==> src/rtl/sscd_map.svh <==
// Register map, field positions, reset values and frame counts of the
// serial switch controller.
// Assumes inclusion by bare name from files under rtl/.
`ifndef SSCD_MAP_SVH
`define SSCD_MAP_SVH

// ****************************************************************
// Register addresses
// ****************************************************************
`define SSCD_ADDR_SW_DATA 7'h01
`define SSCD_ADDR_ERR_CONFIG 7'h02
`define SSCD_ADDR_ERR_FLAGS 7'h03
`define SSCD_ADDR_BURST_EN 7'h05
`define SSCD_ADDR_SOFT_RESET 7'h0B

// ****************************************************************
// Flag clear frame: write of this data to this address
// ****************************************************************
`define SSCD_ADDR_CLEAR 7'h6C
`define SSCD_CLEAR_DATA 8'hA9

// ****************************************************************
// Error enable and flag bit positions
// ****************************************************************
`define SSCD_BIT_CRC 0
`define SSCD_BIT_SCLK 1
`define SSCD_BIT_ADDR 2

// ****************************************************************
// Reset values
// ****************************************************************
`define SSCD_ERR_CONFIG_RST 3'h6
`define SSCD_ERR_FLAGS_RST 3'h0
`define SSCD_BURST_RST 1'h0
`define SSCD_ALIGN_DEFAULT 8'h25

// ****************************************************************
// CRC and frame edge counts
// ****************************************************************
`define SSCD_CRC_POLY 8'h07
`define SSCD_CRC_SEED 8'h00
`define SSCD_EDGE_ADDR 6'h08
`define SSCD_EDGE_CHECK 6'h09
`define SSCD_EDGE_DATA 6'h10
`define SSCD_EDGE_CRC 6'h18
`define SSCD_COUNT_MAX 6'h3F

`endif

==> src/rtl/sscd_pkg.sv <==
// Types shared by the serial switch controller.
// Assumes nothing of its surroundings.
package sscd_pkg;
  typedef enum logic {ST_IDLE, ST_FRAME} sscd_state_t;
  typedef logic [2:0] sscd_err_t;
  typedef logic [6:0] sscd_addr_t;
  typedef logic [7:0] sscd_byte_t;
  typedef logic [5:0] sscd_count_t;
endpackage

==> src/rtl/sscd_crc8.sv <==
// Serial CRC-8 engine, most significant bit first.
// Assumes clear and shift_en come from logic on the same clock.
`timescale 1ns/10ps
`default_nettype none
`include "sscd_map.svh"

module sscd_crc8 #(
  parameter logic [7:0] POLY = `SSCD_CRC_POLY,
  parameter logic [7:0] SEED = `SSCD_CRC_SEED
) (
  // Clock and reset
  input wire logic clk,
  input wire logic reset_n,
  // Control
  input wire logic clear,
  input wire logic shift_en,
  input wire logic data_bit,
  // Result
  output logic [7:0] crc
);
  logic [7:0] crc_q;
  logic [7:0] crc_d;
  logic feedback;

  always_comb begin
    feedback = crc_q[7] ^ data_bit;
    crc_d = crc_q;
    if (clear) begin
      crc_d = SEED;
    end else if (shift_en) begin
      crc_d = {crc_q[6:0], 1'b0} ^ (feedback ? POLY : 8'h00);
    end
  end

  always_ff @(posedge clk) begin
    if (!reset_n) begin
      crc_q <= `SSCD_CRC_SEED;
    end else begin
      crc_q <= crc_d;
    end
  end

  assign crc = crc_q;
endmodule
`default_nettype wire

==> src/rtl/sscd_top.sv <==
// Serial target interface of a four-switch controller, address mode only.
// Assumes cs_n, sclk and serial_in come from an outside host and are
// asynchronous to clk; the link clock must be well below half of clk.
//
// Notes on behaviour
// - Sample serial input on rising clock edges
// - Change serial output on falling edges, release at frame end
// - Output only pulls low or releases
// - Address mode from reset onward
// - Sixteen clocks per frame without CRC
// - Read/write bit, seven address, eight data
// - Address at edge eight, read data out
// - Write committed at sixteenth rising edge
// - Alignment byte on first eight falls
// - Three detectors, enables and flags
// - CRC adds eight clocks, 24 total
// - CRC covers the sixteen payload bits
// - Polynomial x8+x2+x+1, seed zero
// - Check CRC at edge 24, gate write
// - Reads append CRC byte after data
// - Reset enables clock count and address checks
// - Wrong clock count sets its flag
// - Short frames never write
// - Long frames still write at sixteen
// - Invalid address found at edge nine
// - Clear frame zeroes all flags
// - Reset opens switches, restores defaults
`timescale 1ns/10ps
`default_nettype none
`include "sscd_map.svh"

module sscd_top #(
  parameter int SW_COUNT = 4,
  parameter logic [7:0] ALIGN_PATTERN = `SSCD_ALIGN_DEFAULT
) (
  // Clock and reset
  input wire logic clk,
  input wire logic reset_n,
  // Serial link pins
  input wire logic cs_n,
  input wire logic sclk,
  input wire logic serial_in,
  // Open-drain serial output
  input wire logic serial_out_open_drain_i,
  output logic serial_out_open_drain_o,
  output logic serial_out_open_drain_oe_n,
  // Switch controls
  output logic [SW_COUNT-1:0] switch_en,
  // Status
  output sscd_pkg::sscd_err_t err_enable,
  output sscd_pkg::sscd_err_t err_flags,
  output logic burst_mode_en,
  output logic frame_active
);
  import sscd_pkg::*;

  // ****************************************************************
  // Pin synchronisers
  // ****************************************************************
  // Bit 2 chip select, bit 1 serial clock, bit 0 serial data
  logic [2:0] pin_s1_q;
  logic [2:0] pin_s2_q;
  logic [1:0] pin_s3_q;
  logic cs_low;
  logic sdi_s;
  logic sclk_rise;
  logic sclk_fall;
  logic frame_start;
  logic frame_end;

  always_ff @(posedge clk) begin
    if (!reset_n) begin
      pin_s1_q <= 3'h4;
      pin_s2_q <= 3'h4;
      pin_s3_q <= 2'h2;
    end else begin
      pin_s1_q <= {cs_n, sclk, serial_in};
      pin_s2_q <= pin_s1_q;
      pin_s3_q <= pin_s2_q[2:1];
    end
  end

  // Edges found from the second stage against a third copy
  assign cs_low = !pin_s2_q[2];
  assign sdi_s = pin_s2_q[0];
  assign sclk_rise = pin_s2_q[1] && !pin_s3_q[0];
  assign sclk_fall = !pin_s2_q[1] && pin_s3_q[0];
  assign frame_start = cs_low && pin_s3_q[1];
  assign frame_end = !cs_low && !pin_s3_q[1];

  // ****************************************************************
  // Register file state
  // ****************************************************************
  logic [SW_COUNT-1:0] sw_q;
  logic [SW_COUNT-1:0] sw_d;
  sscd_err_t cfg_q;
  sscd_err_t cfg_d;
  sscd_err_t flags_q;
  sscd_err_t flags_d;
  logic burst_q;
  logic burst_d;

  // ****************************************************************
  // Frame state
  // ****************************************************************
  sscd_state_t state_q;
  sscd_state_t state_d;
  sscd_count_t count_q;
  sscd_count_t count_d;
  sscd_count_t count_inc;
  sscd_byte_t in_sr_q;
  sscd_byte_t in_sr_d;
  sscd_byte_t in_byte;
  logic rw_q;
  logic rw_d;
  sscd_addr_t addr_q;
  sscd_addr_t addr_d;
  sscd_byte_t rdata_q;
  sscd_byte_t rdata_d;
  sscd_byte_t wdata_q;
  sscd_byte_t wdata_d;
  logic inval_q;
  logic inval_d;
  logic crc_mode_q;
  logic crc_mode_d;
  logic out_q;
  logic out_d;

  // Commit and flag events from the frame logic
  logic wr_fire;
  sscd_byte_t wr_data;
  logic flags_clr;
  sscd_err_t flags_set;

  // ****************************************************************
  // CRC engine
  // ****************************************************************
  logic crc_shift;
  logic crc_bit;
  sscd_byte_t crc_val;

  // Read data bits enter the CRC as driven, all other bits as received
  assign crc_shift = (state_q == ST_FRAME) && !frame_end && sclk_rise
                     && (count_q < `SSCD_EDGE_DATA);
  assign crc_bit = (rw_q && (count_q >= `SSCD_EDGE_ADDR))
                   ? rdata_q[~count_q[2:0]] : sdi_s;

  sscd_crc8 #(
    .POLY(`SSCD_CRC_POLY),
    .SEED(`SSCD_CRC_SEED)
  ) u_crc (
    .clk(clk),
    .reset_n(reset_n),
    .clear(frame_start),
    .shift_en(crc_shift),
    .data_bit(crc_bit),
    .crc(crc_val)
  );

  // ****************************************************************
  // Decode helpers
  // ****************************************************************
  function automatic sscd_byte_t reg_read(input sscd_addr_t addr);
    sscd_byte_t value;
    value = 8'h00;
    unique case (addr)
      `SSCD_ADDR_SW_DATA: value = {{(8-SW_COUNT){1'b0}}, sw_q};
      `SSCD_ADDR_ERR_CONFIG: value = {5'h00, cfg_q};
      `SSCD_ADDR_ERR_FLAGS: value = {5'h00, flags_q};
      `SSCD_ADDR_BURST_EN: value = {7'h00, burst_q};
      default: value = 8'h00;
    endcase
    return value;
  endfunction

  // Flag clear address is accepted for writes; data is judged later
  function automatic logic addr_invalid(input logic rw, input sscd_addr_t addr);
    logic known;
    known = (addr == `SSCD_ADDR_SW_DATA) || (addr == `SSCD_ADDR_ERR_CONFIG)
            || (addr == `SSCD_ADDR_ERR_FLAGS) || (addr == `SSCD_ADDR_BURST_EN)
            || (addr == `SSCD_ADDR_SOFT_RESET)
            || (!rw && (addr == `SSCD_ADDR_CLEAR));
    return !known || (!rw && (addr == `SSCD_ADDR_ERR_FLAGS));
  endfunction

  // Bit driven at falling edge n, where n rising edges are done
  function automatic logic drive_bit(input sscd_count_t n);
    sscd_count_t idx;
    logic bit_v;
    idx = n - 6'h01;
    bit_v = 1'b1;
    if ((n != 6'h00) && (n <= `SSCD_EDGE_ADDR)) begin
      bit_v = ALIGN_PATTERN[~idx[2:0]];
    end else if (rw_q && (n > `SSCD_EDGE_ADDR) && (n <= `SSCD_EDGE_DATA)) begin
      bit_v = rdata_q[~idx[2:0]];
    end else if (rw_q && crc_mode_q && (n > `SSCD_EDGE_DATA)
                 && (n <= `SSCD_EDGE_CRC)) begin
      bit_v = crc_val[~idx[2:0]];
    end
    return bit_v;
  endfunction

  // ****************************************************************
  // Frame sequencer
  // ****************************************************************
  assign in_byte = {in_sr_q[6:0], sdi_s};
  assign count_inc = (count_q == `SSCD_COUNT_MAX) ? count_q : count_q + 6'h01;

  always_comb begin
    state_d = state_q;
    count_d = count_q;
    in_sr_d = in_sr_q;
    rw_d = rw_q;
    addr_d = addr_q;
    rdata_d = rdata_q;
    wdata_d = wdata_q;
    inval_d = inval_q;
    crc_mode_d = crc_mode_q;
    out_d = out_q;
    wr_fire = 1'b0;
    wr_data = in_byte;
    flags_set = 3'h0;
    unique case (state_q)
      ST_IDLE: begin
        out_d = 1'b1;
        if (frame_start) begin
          state_d = ST_FRAME;
          count_d = 6'h00;
          inval_d = 1'b0;
          // Frame length is fixed by the enable seen at frame start
          crc_mode_d = cfg_q[`SSCD_BIT_CRC];
        end
      end
      ST_FRAME: begin
        if (frame_end) begin
          state_d = ST_IDLE;
          out_d = 1'b1;
          if (cfg_q[`SSCD_BIT_SCLK]
              && (count_q != (crc_mode_q ? `SSCD_EDGE_CRC : `SSCD_EDGE_DATA))) begin
            flags_set[`SSCD_BIT_SCLK] = 1'b1;
          end
        end else if (sclk_rise) begin
          count_d = count_inc;
          in_sr_d = in_byte;
          if (count_inc == `SSCD_EDGE_ADDR) begin
            rw_d = in_byte[7];
            addr_d = in_byte[6:0];
            rdata_d = reg_read(in_byte[6:0]);
          end
          if ((count_inc == `SSCD_EDGE_CHECK) && cfg_q[`SSCD_BIT_ADDR]
              && addr_invalid(rw_q, addr_q)) begin
            inval_d = 1'b1;
            flags_set[`SSCD_BIT_ADDR] = 1'b1;
          end
          if (count_inc == `SSCD_EDGE_DATA) begin
            wdata_d = in_byte;
            // Commit edge when CRC is off; short frames never reach it
            if (!crc_mode_q && !rw_q && !inval_q) begin
              wr_fire = 1'b1;
            end
          end
          if ((count_inc == `SSCD_EDGE_CRC) && crc_mode_q && !rw_q) begin
            wr_data = wdata_q;
            if (in_byte == crc_val) begin
              wr_fire = !inval_q;
            end else begin
              flags_set[`SSCD_BIT_CRC] = 1'b1;
            end
          end
        end else if (sclk_fall) begin
          out_d = drive_bit(count_q);
        end
      end
    endcase
  end

  always_ff @(posedge clk) begin
    if (!reset_n) begin
      state_q <= ST_IDLE;
      count_q <= 6'h00;
      in_sr_q <= 8'h00;
      rw_q <= 1'b0;
      addr_q <= 7'h00;
      rdata_q <= 8'h00;
      wdata_q <= 8'h00;
      inval_q <= 1'b0;
      crc_mode_q <= 1'b0;
      out_q <= 1'b1;
    end else begin
      state_q <= state_d;
      count_q <= count_d;
      in_sr_q <= in_sr_d;
      rw_q <= rw_d;
      addr_q <= addr_d;
      rdata_q <= rdata_d;
      wdata_q <= wdata_d;
      inval_q <= inval_d;
      crc_mode_q <= crc_mode_d;
      out_q <= out_d;
    end
  end

  // ****************************************************************
  // Register writes and error flags
  // ****************************************************************
  assign flags_clr = wr_fire && (addr_q == `SSCD_ADDR_CLEAR)
                     && (wr_data == `SSCD_CLEAR_DATA);

  always_comb begin
    sw_d = sw_q;
    cfg_d = cfg_q;
    burst_d = burst_q;
    if (wr_fire) begin
      unique case (addr_q)
        `SSCD_ADDR_SW_DATA: sw_d = wr_data[SW_COUNT-1:0];
        `SSCD_ADDR_ERR_CONFIG: cfg_d = wr_data[2:0];
        `SSCD_ADDR_BURST_EN: burst_d = wr_data[0];
        default: sw_d = sw_q;
      endcase
    end
    // A flag raised in the clearing cycle survives the clear
    flags_d = (flags_q & ~{3{flags_clr}}) | flags_set;
  end

  always_ff @(posedge clk) begin
    if (!reset_n) begin
      sw_q <= '0;
      cfg_q <= `SSCD_ERR_CONFIG_RST;
      flags_q <= `SSCD_ERR_FLAGS_RST;
      burst_q <= `SSCD_BURST_RST;
    end else begin
      sw_q <= sw_d;
      cfg_q <= cfg_d;
      flags_q <= flags_d;
      burst_q <= burst_d;
    end
  end

  // ****************************************************************
  // Outputs
  // ****************************************************************
  // Never drives high: released level comes from the outside pull-up
  assign serial_out_open_drain_o = 1'b0;
  assign serial_out_open_drain_oe_n = out_q;
  assign switch_en = sw_q;
  assign err_enable = cfg_q;
  assign err_flags = flags_q;
  assign burst_mode_en = burst_q;
  assign frame_active = (state_q == ST_FRAME);
endmodule
`default_nettype wire

==> config.mk <==
export PLATFORM = sky130hd
export DESIGN_NAME = sscd_top
export DESIGN_NICKNAME = d
export VERILOG_FILES = /design/src/rtl/sscd_pkg.sv /design/src/rtl/sscd_crc8.sv /design/src/rtl/sscd_top.sv
export VERILOG_INCLUDE_DIRS = /design/src /design/src/rtl
export SDC_FILE = /design/constraint.sdc
export NUM_CORES = 1
export LEC_CHECK = 0
export BUFFER_PORTS_ARGS = -buffer_cell sky130_fd_sc_hd__buf_2
export CORE_ASPECT_RATIO = 1.4
export CORE_MARGIN = 2
export CORE_UTILIZATION = 55
export DETAILED_ROUTE_END_ITERATION = 10
export HOLD_SLACK_MARGIN = 0.02
export PLACE_DENSITY = 0.76
export SYNTH_ARGS = -nofsm -noshare
export SYNTH_HDL_FRONTEND = slang
export SYNTH_SLANG_ARGS = --single-unit
==> constraint.sdc <==
create_clock -name clk -period 2.5 [get_ports clk]
set_input_delay 0.125 -clock clk [delete_from_list [all_inputs] [get_ports clk]]
set_output_delay 0.125 -clock clk [all_outputs]
set_load 0.01 [all_outputs]
==> flow_metrics.env, run 1 <==
export IMPL_drv_slew=0
export IMPL_netlist_instances=350
export IMPL_cp_start_kind="flop"
export IMPL_grt_start_max_net_pins=41
export IMPL_grtUsageMet3_pct=5.290
export IMPL_postSynthNetCount=358
export IMPL_async_flop_share_pct=0
export IMPL_die_area_sq_um=6933
export IMPL_drc=0
export IMPL_ff2ff_path_depth=8
export IMPL_clockBufferDepth=2
export IMPL_drive_gt1_share_pct=22.11
export IMPL_die_h_microns=97.72
export IMPL_viasPerCell=5.922
export IMPL_synth_seq_area_share_pct=37.13
export IMPL_ys_warn_count=0
export IMPL_syn_area_sq_um=3451
export IMPL_critical_path_endpoint_type="flop"
export IMPL_dp_worst_setup_slack_ps=36.40
export IMPL_place_gp_congestion=0.8841
export IMPL_grt_pass1_vias=2637
export IMPL_r2r_end="err_enable[1]"
export IMPL_drv_cap=0
export IMPL_synth_seq_cells=64
export IMPL_final_cells=461
export IMPL_status="finished, final reports clean"
export IMPL_post_synth_cell_area_avg_sq_um=9.859
export IMPL_critPathTopFamily="simple AND/OR/NAND/NOR gates"
export IMPL_period_minus_slack_ps=2386
export IMPL_io_pins=20
export IMPL_vias=2730
export IMPL_setup_viol=0
export IMPL_start_util_pct=56.33
export IMPL_hp_class="in2reg"
export IMPL_area_delta_synth_final_pct=14.10
export IMPL_synth_distinct_cells=61
export IMPL_antenna_found_initial=0
export IMPL_synth_edff_count=0
export IMPL_dp_hpwl_microns=5749
export IMPL_cp_slowest_cell="or4_4"
export IMPL_crit_path_max_incr_delay_ps=510
export IMPL_drt_total_wl_microns=7872
export IMPL_grt_pass1_wl_microns=13050
export IMPL_htree_levels=3
export IMPL_dr_pass1_iters=5
export IMPL_hold_depth=2
export IMPL_cp_max_fo=10
export IMPL_cts_sinks=64
export IMPL_worstHoldStart="reset_n"
export IMPL_finClkSkew_ps=6.772
export IMPL_cts_tree="yes"
export IMPL_crit_type="reg2reg"
export IMPL_grt_busiest_layer="met2"
export IMPL_finalPower_mw=1.902
export IMPL_path_buf_inv=2
export IMPL_final_nets=392
export IMPL_placement_io_buffers=17
export IMPL_wl_per_cell_microns=17.08
export IMPL_cts_buffers=9
export IMPL_tightest_slew_ps=639.1
export IMPL_clock_latency_ps=350
export IMPL_reg2reg_slack_ps=110
export IMPL_grt_overflow=0
export IMPL_antenna_left=0
export IMPL_drt_iter0_drc=212
export IMPL_use_met2_pct=40.91
export IMPL_grt_use_total_pct=23.94
export IMPL_hold_violations=0
export IMPL_critical_path_arrival_ps=2590
export IMPL_fmax_mhz=419.2
export IMPL_row_count=34
export IMPL_grt_use_met1_pct=28.45
export IMPL_layout_setup_ws_ps=114.2
export IMPL_coreArea_sq_um=6126
export IMPL_ctsRootBufferMaster="clkbuf_8"
export IMPL_required_ps=2710
export IMPL_min_to="err_enable[2]"
export IMPL_finish_utilization_pct=64.28
export IMPL_post_route_period_util_pct=95.43
export IMPL_die_x_microns=70.95
export IMPL_ys_flop_type="dfxtp_1"
export IMPL_crit_path_cell_trace="buf_6, nand3_2, xnor2_4, or4_4, a2111oi_4, buf_4, mux2i_1, nand2_1"
export IMPL_worst_r2r_startpoint="count_q[0]"
export IMPL_dp_cells=441
export IMPL_slew_limit_headroom_pct=57.39
export IMPL_diodes=0
export IMPL_ir_worst_vdd_uv=442.5
export IMPL_clk_pin_slew_ps=70
export IMPL_p_leak_nw=1.571
export IMPL_power_density_nw_per_um2=483.0
where the power goes:
part	internal, mW	switching [mW]	total [mW]
sequential	1.03	0.00439	1.03
clock	0.367	0.441	0.808
combinational	0.0297	0.0345	0.0642
total	1.42	0.480	1.90
state kept, by name, summed over array words and instances, names as in the netlist, 4 cells and up:
register	cells
addr_q	7
count_q	6
in_sr_q	7
rdata_q	4
switch_en	4
u_crc.crc	8
wdata_q	8
cells in the final DEF, fill, tap and decap left out, types with 3 or more instances in the layout:
master and instances:
a2111oi_4 3, a21boi_0 4, a21oi_1 10, a22oi_1 5, a32oi_1 3, and2_1 7
buf_2 17, buf_4 23, clkbuf_8 9, dfxtp_1 62, dlygate4sd3_1 3, inv_1 8
mux2_2 5, mux2i_1 46, mux4_2 3, nand2_1 12, nand2b_1 10, nand3_1 6
nand3b_1 6, nand4_1 5, nor2_1 16, nor2b_1 38, nor3_1 8, o21ai_0 8
o31ai_1 4, or3_1 3, xnor2_1 4, xor2_1 12
worst max path at each step:
stage | from | endpoint | slack [ps] | cells past startpoint
after global placement | count_q[0] | err_enable[2] | 130 | 7
after CTS | count_q[0] | err_enable[1] | 20 | 7
after global routing | count_q[0] | err_enable[1] | -5 | 8
final | count_q[0] | err_enable[1] | 110 | 8
after detailed placement | count_q[0] | err_enable[1] | 40 | 7
after floorplan | count_q[1] | err_flags[0] | 70 | 7
layer usage:
| layer | routed length (microns) | up-vias | part of all wire [%] |
|---|---|---|---|
| met5 | 0 | - | 0 |
| met4 | 223 | 0 | 2.8 |
| met3 | 291 | 20 | 3.7 |
| met2 | 4018 | 70 | 51 |
| met1 | 3339 | 1321 | 42 |
| li1 | - | 1319 | - |
logic make-up after synthesis:
kind of cell | Yosys count | synth area share, %
compound gates | 48 | 11.64
xor+xnor | 17 | 4.532
fa+ha+maj | 2 | 0.7250
buf+inv | 30 | 4.025
flops | 64 | 37.13
mux | 55 | 17.69
other cells | 1 | 0.1087
simple gates | 133 | 24.15
cell usage after synthesis, drive strengths merged, types with 2 or more instances:
library cell / n / share of area [%]
nor4: 4 / 1.1
o311ai: 2 / 0.51
o31ai: 4 / 0.87
or4: 2 / 0.54
clkbuf: 14 / 1.5
nand2b: 10 / 1.8
xor2: 12 / 3.0
mux2i: 46 / 13
nand4: 6 / 1.3
inv: 8 / 0.87
and2: 8 / 1.5
nor3: 8 / 1.2
nor2b: 38 / 6.9
xnor2: 5 / 1.5
buf: 8 / 1.6
nand3: 7 / 1.2
mux4: 4 / 2.7
nand3b: 6 / 1.3
nor2: 17 / 1.9
a22oi: 5 / 1.1
ha: 2 / 0.73
or2: 3 / 0.54
a32oi: 3 / 0.76
nand2: 12 / 1.3
a21oi: 10 / 1.5
o21ai: 8 / 1.2
mux2: 5 / 1.6
a21boi: 4 / 0.87
or3: 3 / 0.54
dfxtp: 64 / 37
nand4b: 2 / 0.69
a2111oi: 5 / 3.1
per-stage QoR:
stage / instance area [sq um] / setup TNS (ps) / hold WS, ps
finish: 3938 / 0 / 255.2
global route: 3938 / -4.799 / 282.3
CTS: 3906 / 0 / 254.1
detailed placement: 3697 / 0 / 315.8
global placement: 3697 / 0 / 308.3
floorplan: 3451 / 0 / 226.5
what timing repair did:
| item | in CTS | in global routing |
|---|---|---|
| setup buffers | 0 | 1 |
| resized for setup | 0 | 6 |
| hold buffers | 3 | 0 |
| hold endpoints to repair | 3 | 0 |
| endpoints found under the setup margin | 0 | 17 |
layout make-up:
type                       count  area [sq um]
fill                         533          2188
multi-input combinational    256          2044
sequential                    64          1284
timing repair buffer          45         310.3
clock buffer                   9         123.9
tap                           72         90.09
clock inverter                 7         55.05
inverter                       8         30.03
Note: power is estimated with default switching activity, not from simulation.
==> inputs of run 2 (changes only) <==
Settings changed: CORE_UTILIZATION 55 to 61, PLACE_DENSITY 0.76 to 0.8.
Clock period 2.5 ns to 2.34 ns, I/O delays scaled along.
==> flow_metrics.env, run 2 (synthesized netlist as in run 1, its figures left out) <==
export IMPL_status="finished, final reports clean"
export IMPL_power_density_nw_per_um2=572.9
export IMPL_finClkSkew_ps=11.73
export IMPL_die_x_microns=67.57
export IMPL_ff2ff_path_depth=8
export IMPL_min_to="pin_s2_q[2]"
export IMPL_drive_gt1_share_pct=23.48
export IMPL_n_fill_cell=386
export IMPL_worstHoldStart="pin_s1_q[2]"
export IMPL_ctsRootBufferMaster="clkbuf_8"
export IMPL_use_met2_pct=46.98
export IMPL_hold_depth=1
export IMPL_hp_class="reg2reg"
export IMPL_post_route_period_util_pct=96.57
export IMPL_htree_levels=3
export IMPL_antenna_found_initial=0
export IMPL_cts_tree="yes"
export IMPL_r2r_end="rdata_q[3]"
export IMPL_rsz0062_at_grt="no"
export IMPL_coreArea_sq_um=5485
export IMPL_cts_sinks=64
export IMPL_worst_r2r_startpoint="count_q[0]"
export IMPL_place_gp_congestion=0.8781
export IMPL_antenna_left=0
export IMPL_grt_busiest_layer="met2"
export IMPL_p_switching_mw=0.4941
export IMPL_clk_pin_slew_ps=80
export IMPL_most_common_layout_cells="62 x dfxtp_1, 46 x mux2i_1, 38 x nor2b_1"
export IMPL_area_delta_synth_final_pct=17.98
export IMPL_placement_io_buffers=17
export IMPL_p_leak_nw=1.639
export IMPL_setup_viol=0
export IMPL_p_seq_share_pct=47.2
export IMPL_period_minus_slack_ps=2260
export IMPL_final_nets=399
export IMPL_cp_start_kind="flop"
export IMPL_pwr_share_comb_pct=3.1
export IMPL_die_area_sq_um=6283
export IMPL_crit_path_cell_trace="ha_1, and2_4, and4_4, or3_1, a2111oi_4, buf_12, mux2i_1, nor2b_1"
export IMPL_critical_path_endpoint_type="flop"
export IMPL_drt_total_wl_microns=7984
export IMPL_vias=2766
export IMPL_drv_slew=0
export IMPL_diodes=0
export IMPL_drv_cap=0
export IMPL_dp_cells=442
export IMPL_critical_path_arrival_ps=2510
export IMPL_clockBufferDepth=2
export IMPL_drc=0
export IMPL_crit_path_max_incr_delay_ps=360
export IMPL_grt_pass1_wl_microns=13230
export IMPL_clockPowerShare_pct=49.7
export IMPL_viasPerCell=5.961
export IMPL_grt_use_total_pct=28.37
export IMPL_dr_pass1_iters=4
export IMPL_grt_overflow=0
export IMPL_start_util_pct=62.91
export IMPL_grt_pass1_vias=2771
export IMPL_reg2reg_slack_ps=80
export IMPL_grt_use_met1_pct=32.95
export IMPL_ir_worst_vdd_uv=659.8
export IMPL_final_common_cell="dfxtp_1"
export IMPL_clock_latency_ps=350
export IMPL_dp_hpwl_microns=5589
export IMPL_netSwitchingFraction_pct=21.18
export IMPL_setup_tns_ps=0
export IMPL_grt_start_max_net_pins=49
export IMPL_hold_violations=0
export IMPL_grtUsageMet3_pct=5.656
export IMPL_cp_max_fo=12
export IMPL_crit_type="reg2reg"
export IMPL_row_count=32
export IMPL_drt_iter0_drc=159
export IMPL_hold_ws_ps=418.8
export IMPL_fmax_mhz=442.5
export IMPL_finalPower_mw=2.332
export IMPL_cp_slowest_cell="a2111oi_4"
export IMPL_p_int_mw=1.838
export IMPL_final_cells=464
export IMPL_die_h_microns=92.99
export IMPL_required_ps=2590
export IMPL_wl_per_cell_microns=17.21
export IMPL_io_pins=20
export IMPL_cts_buffers=9
-- run 2: per-stage QoR --
step / worst slack [ps] / instance area (sq um) / utilization [%]
6_report: 80.25 / 4071 / 74.22
4_1_cts: 19.70 / 4055 / 73.93
3_3_place_gp: 99.80 / 3771 / 68.75
2_1_floorplan: 52.39 / 3467 / -
3_5_place_dp: 42.56 / 3771 / 68.75
5_1_grt: 0.5598 / 4071 / 74.22
-- run 2: timing repair --
item	in CTS	in global routing
setup endpoints to repair	0	16
resized for setup	0	1
hold buffers	4	0
setup buffers	0	2
hold endpoints to repair	4	0
-- run 2: layer usage --
layer / up-vias / part of all wire (%)
met4: 0 / 4.1
met5: - / 0
met1: 1325 / 41
li1: 1337 / -
met2: 79 / 50
met3: 25 / 5.0
-- run 2: layout make-up --
class	instances	area, sq um	area share, %
inverters	8	30.03	0.7376
clock buffers	9	123.9	3.042
well taps	68	85.08	2.090
repair buffers	52	382.9	9.404
flip-flops and latches	64	1284	31.53
multi-input cells	256	2046	50.25
clock inverters	7	120.1	2.950
-- run 2: how the worst max path moves through the flow --
stage | cells after the start | to | slack (ps) | start
2_1_floorplan | 8 | addr_q[2] | 50 | count_q[0]
3_3_place_gp | 7 | err_flags[0] | 100 | count_q[0]
3_5_place_dp | 9 | switch_en[0] | 40 | count_q[0]
4_1_cts | 9 | switch_en[0] | 20 | count_q[0]
5_1_grt | 9 | switch_en[0] | 0.6 | count_q[0]
6_report | 8 | rdata_q[3] | 80 | count_q[0]
-- run 2: worst max-delay path, delay by kind of cell, from the launching register on --
family | cells | cell delay, ps
simple gates | 4 | 810
compound gates | 1 | 360
flops | 1 | 340
fa+ha+maj | 1 | 230
mux | 1 | 210
buf+inv | 1 | 200
-- run 2: power by group through the flow --
stage	Combinational, mW	Clock (mW)	Sequential [mW]
after global placement	0.0650	0	1.13
after global routing	0.0780	1.22	1.10
after detailed placement	0.0659	0	1.13
after CTS	0.0716	1.17	1.10
final	0.0719	1.16	1.10
after floorplan	0.0486	0	1.12
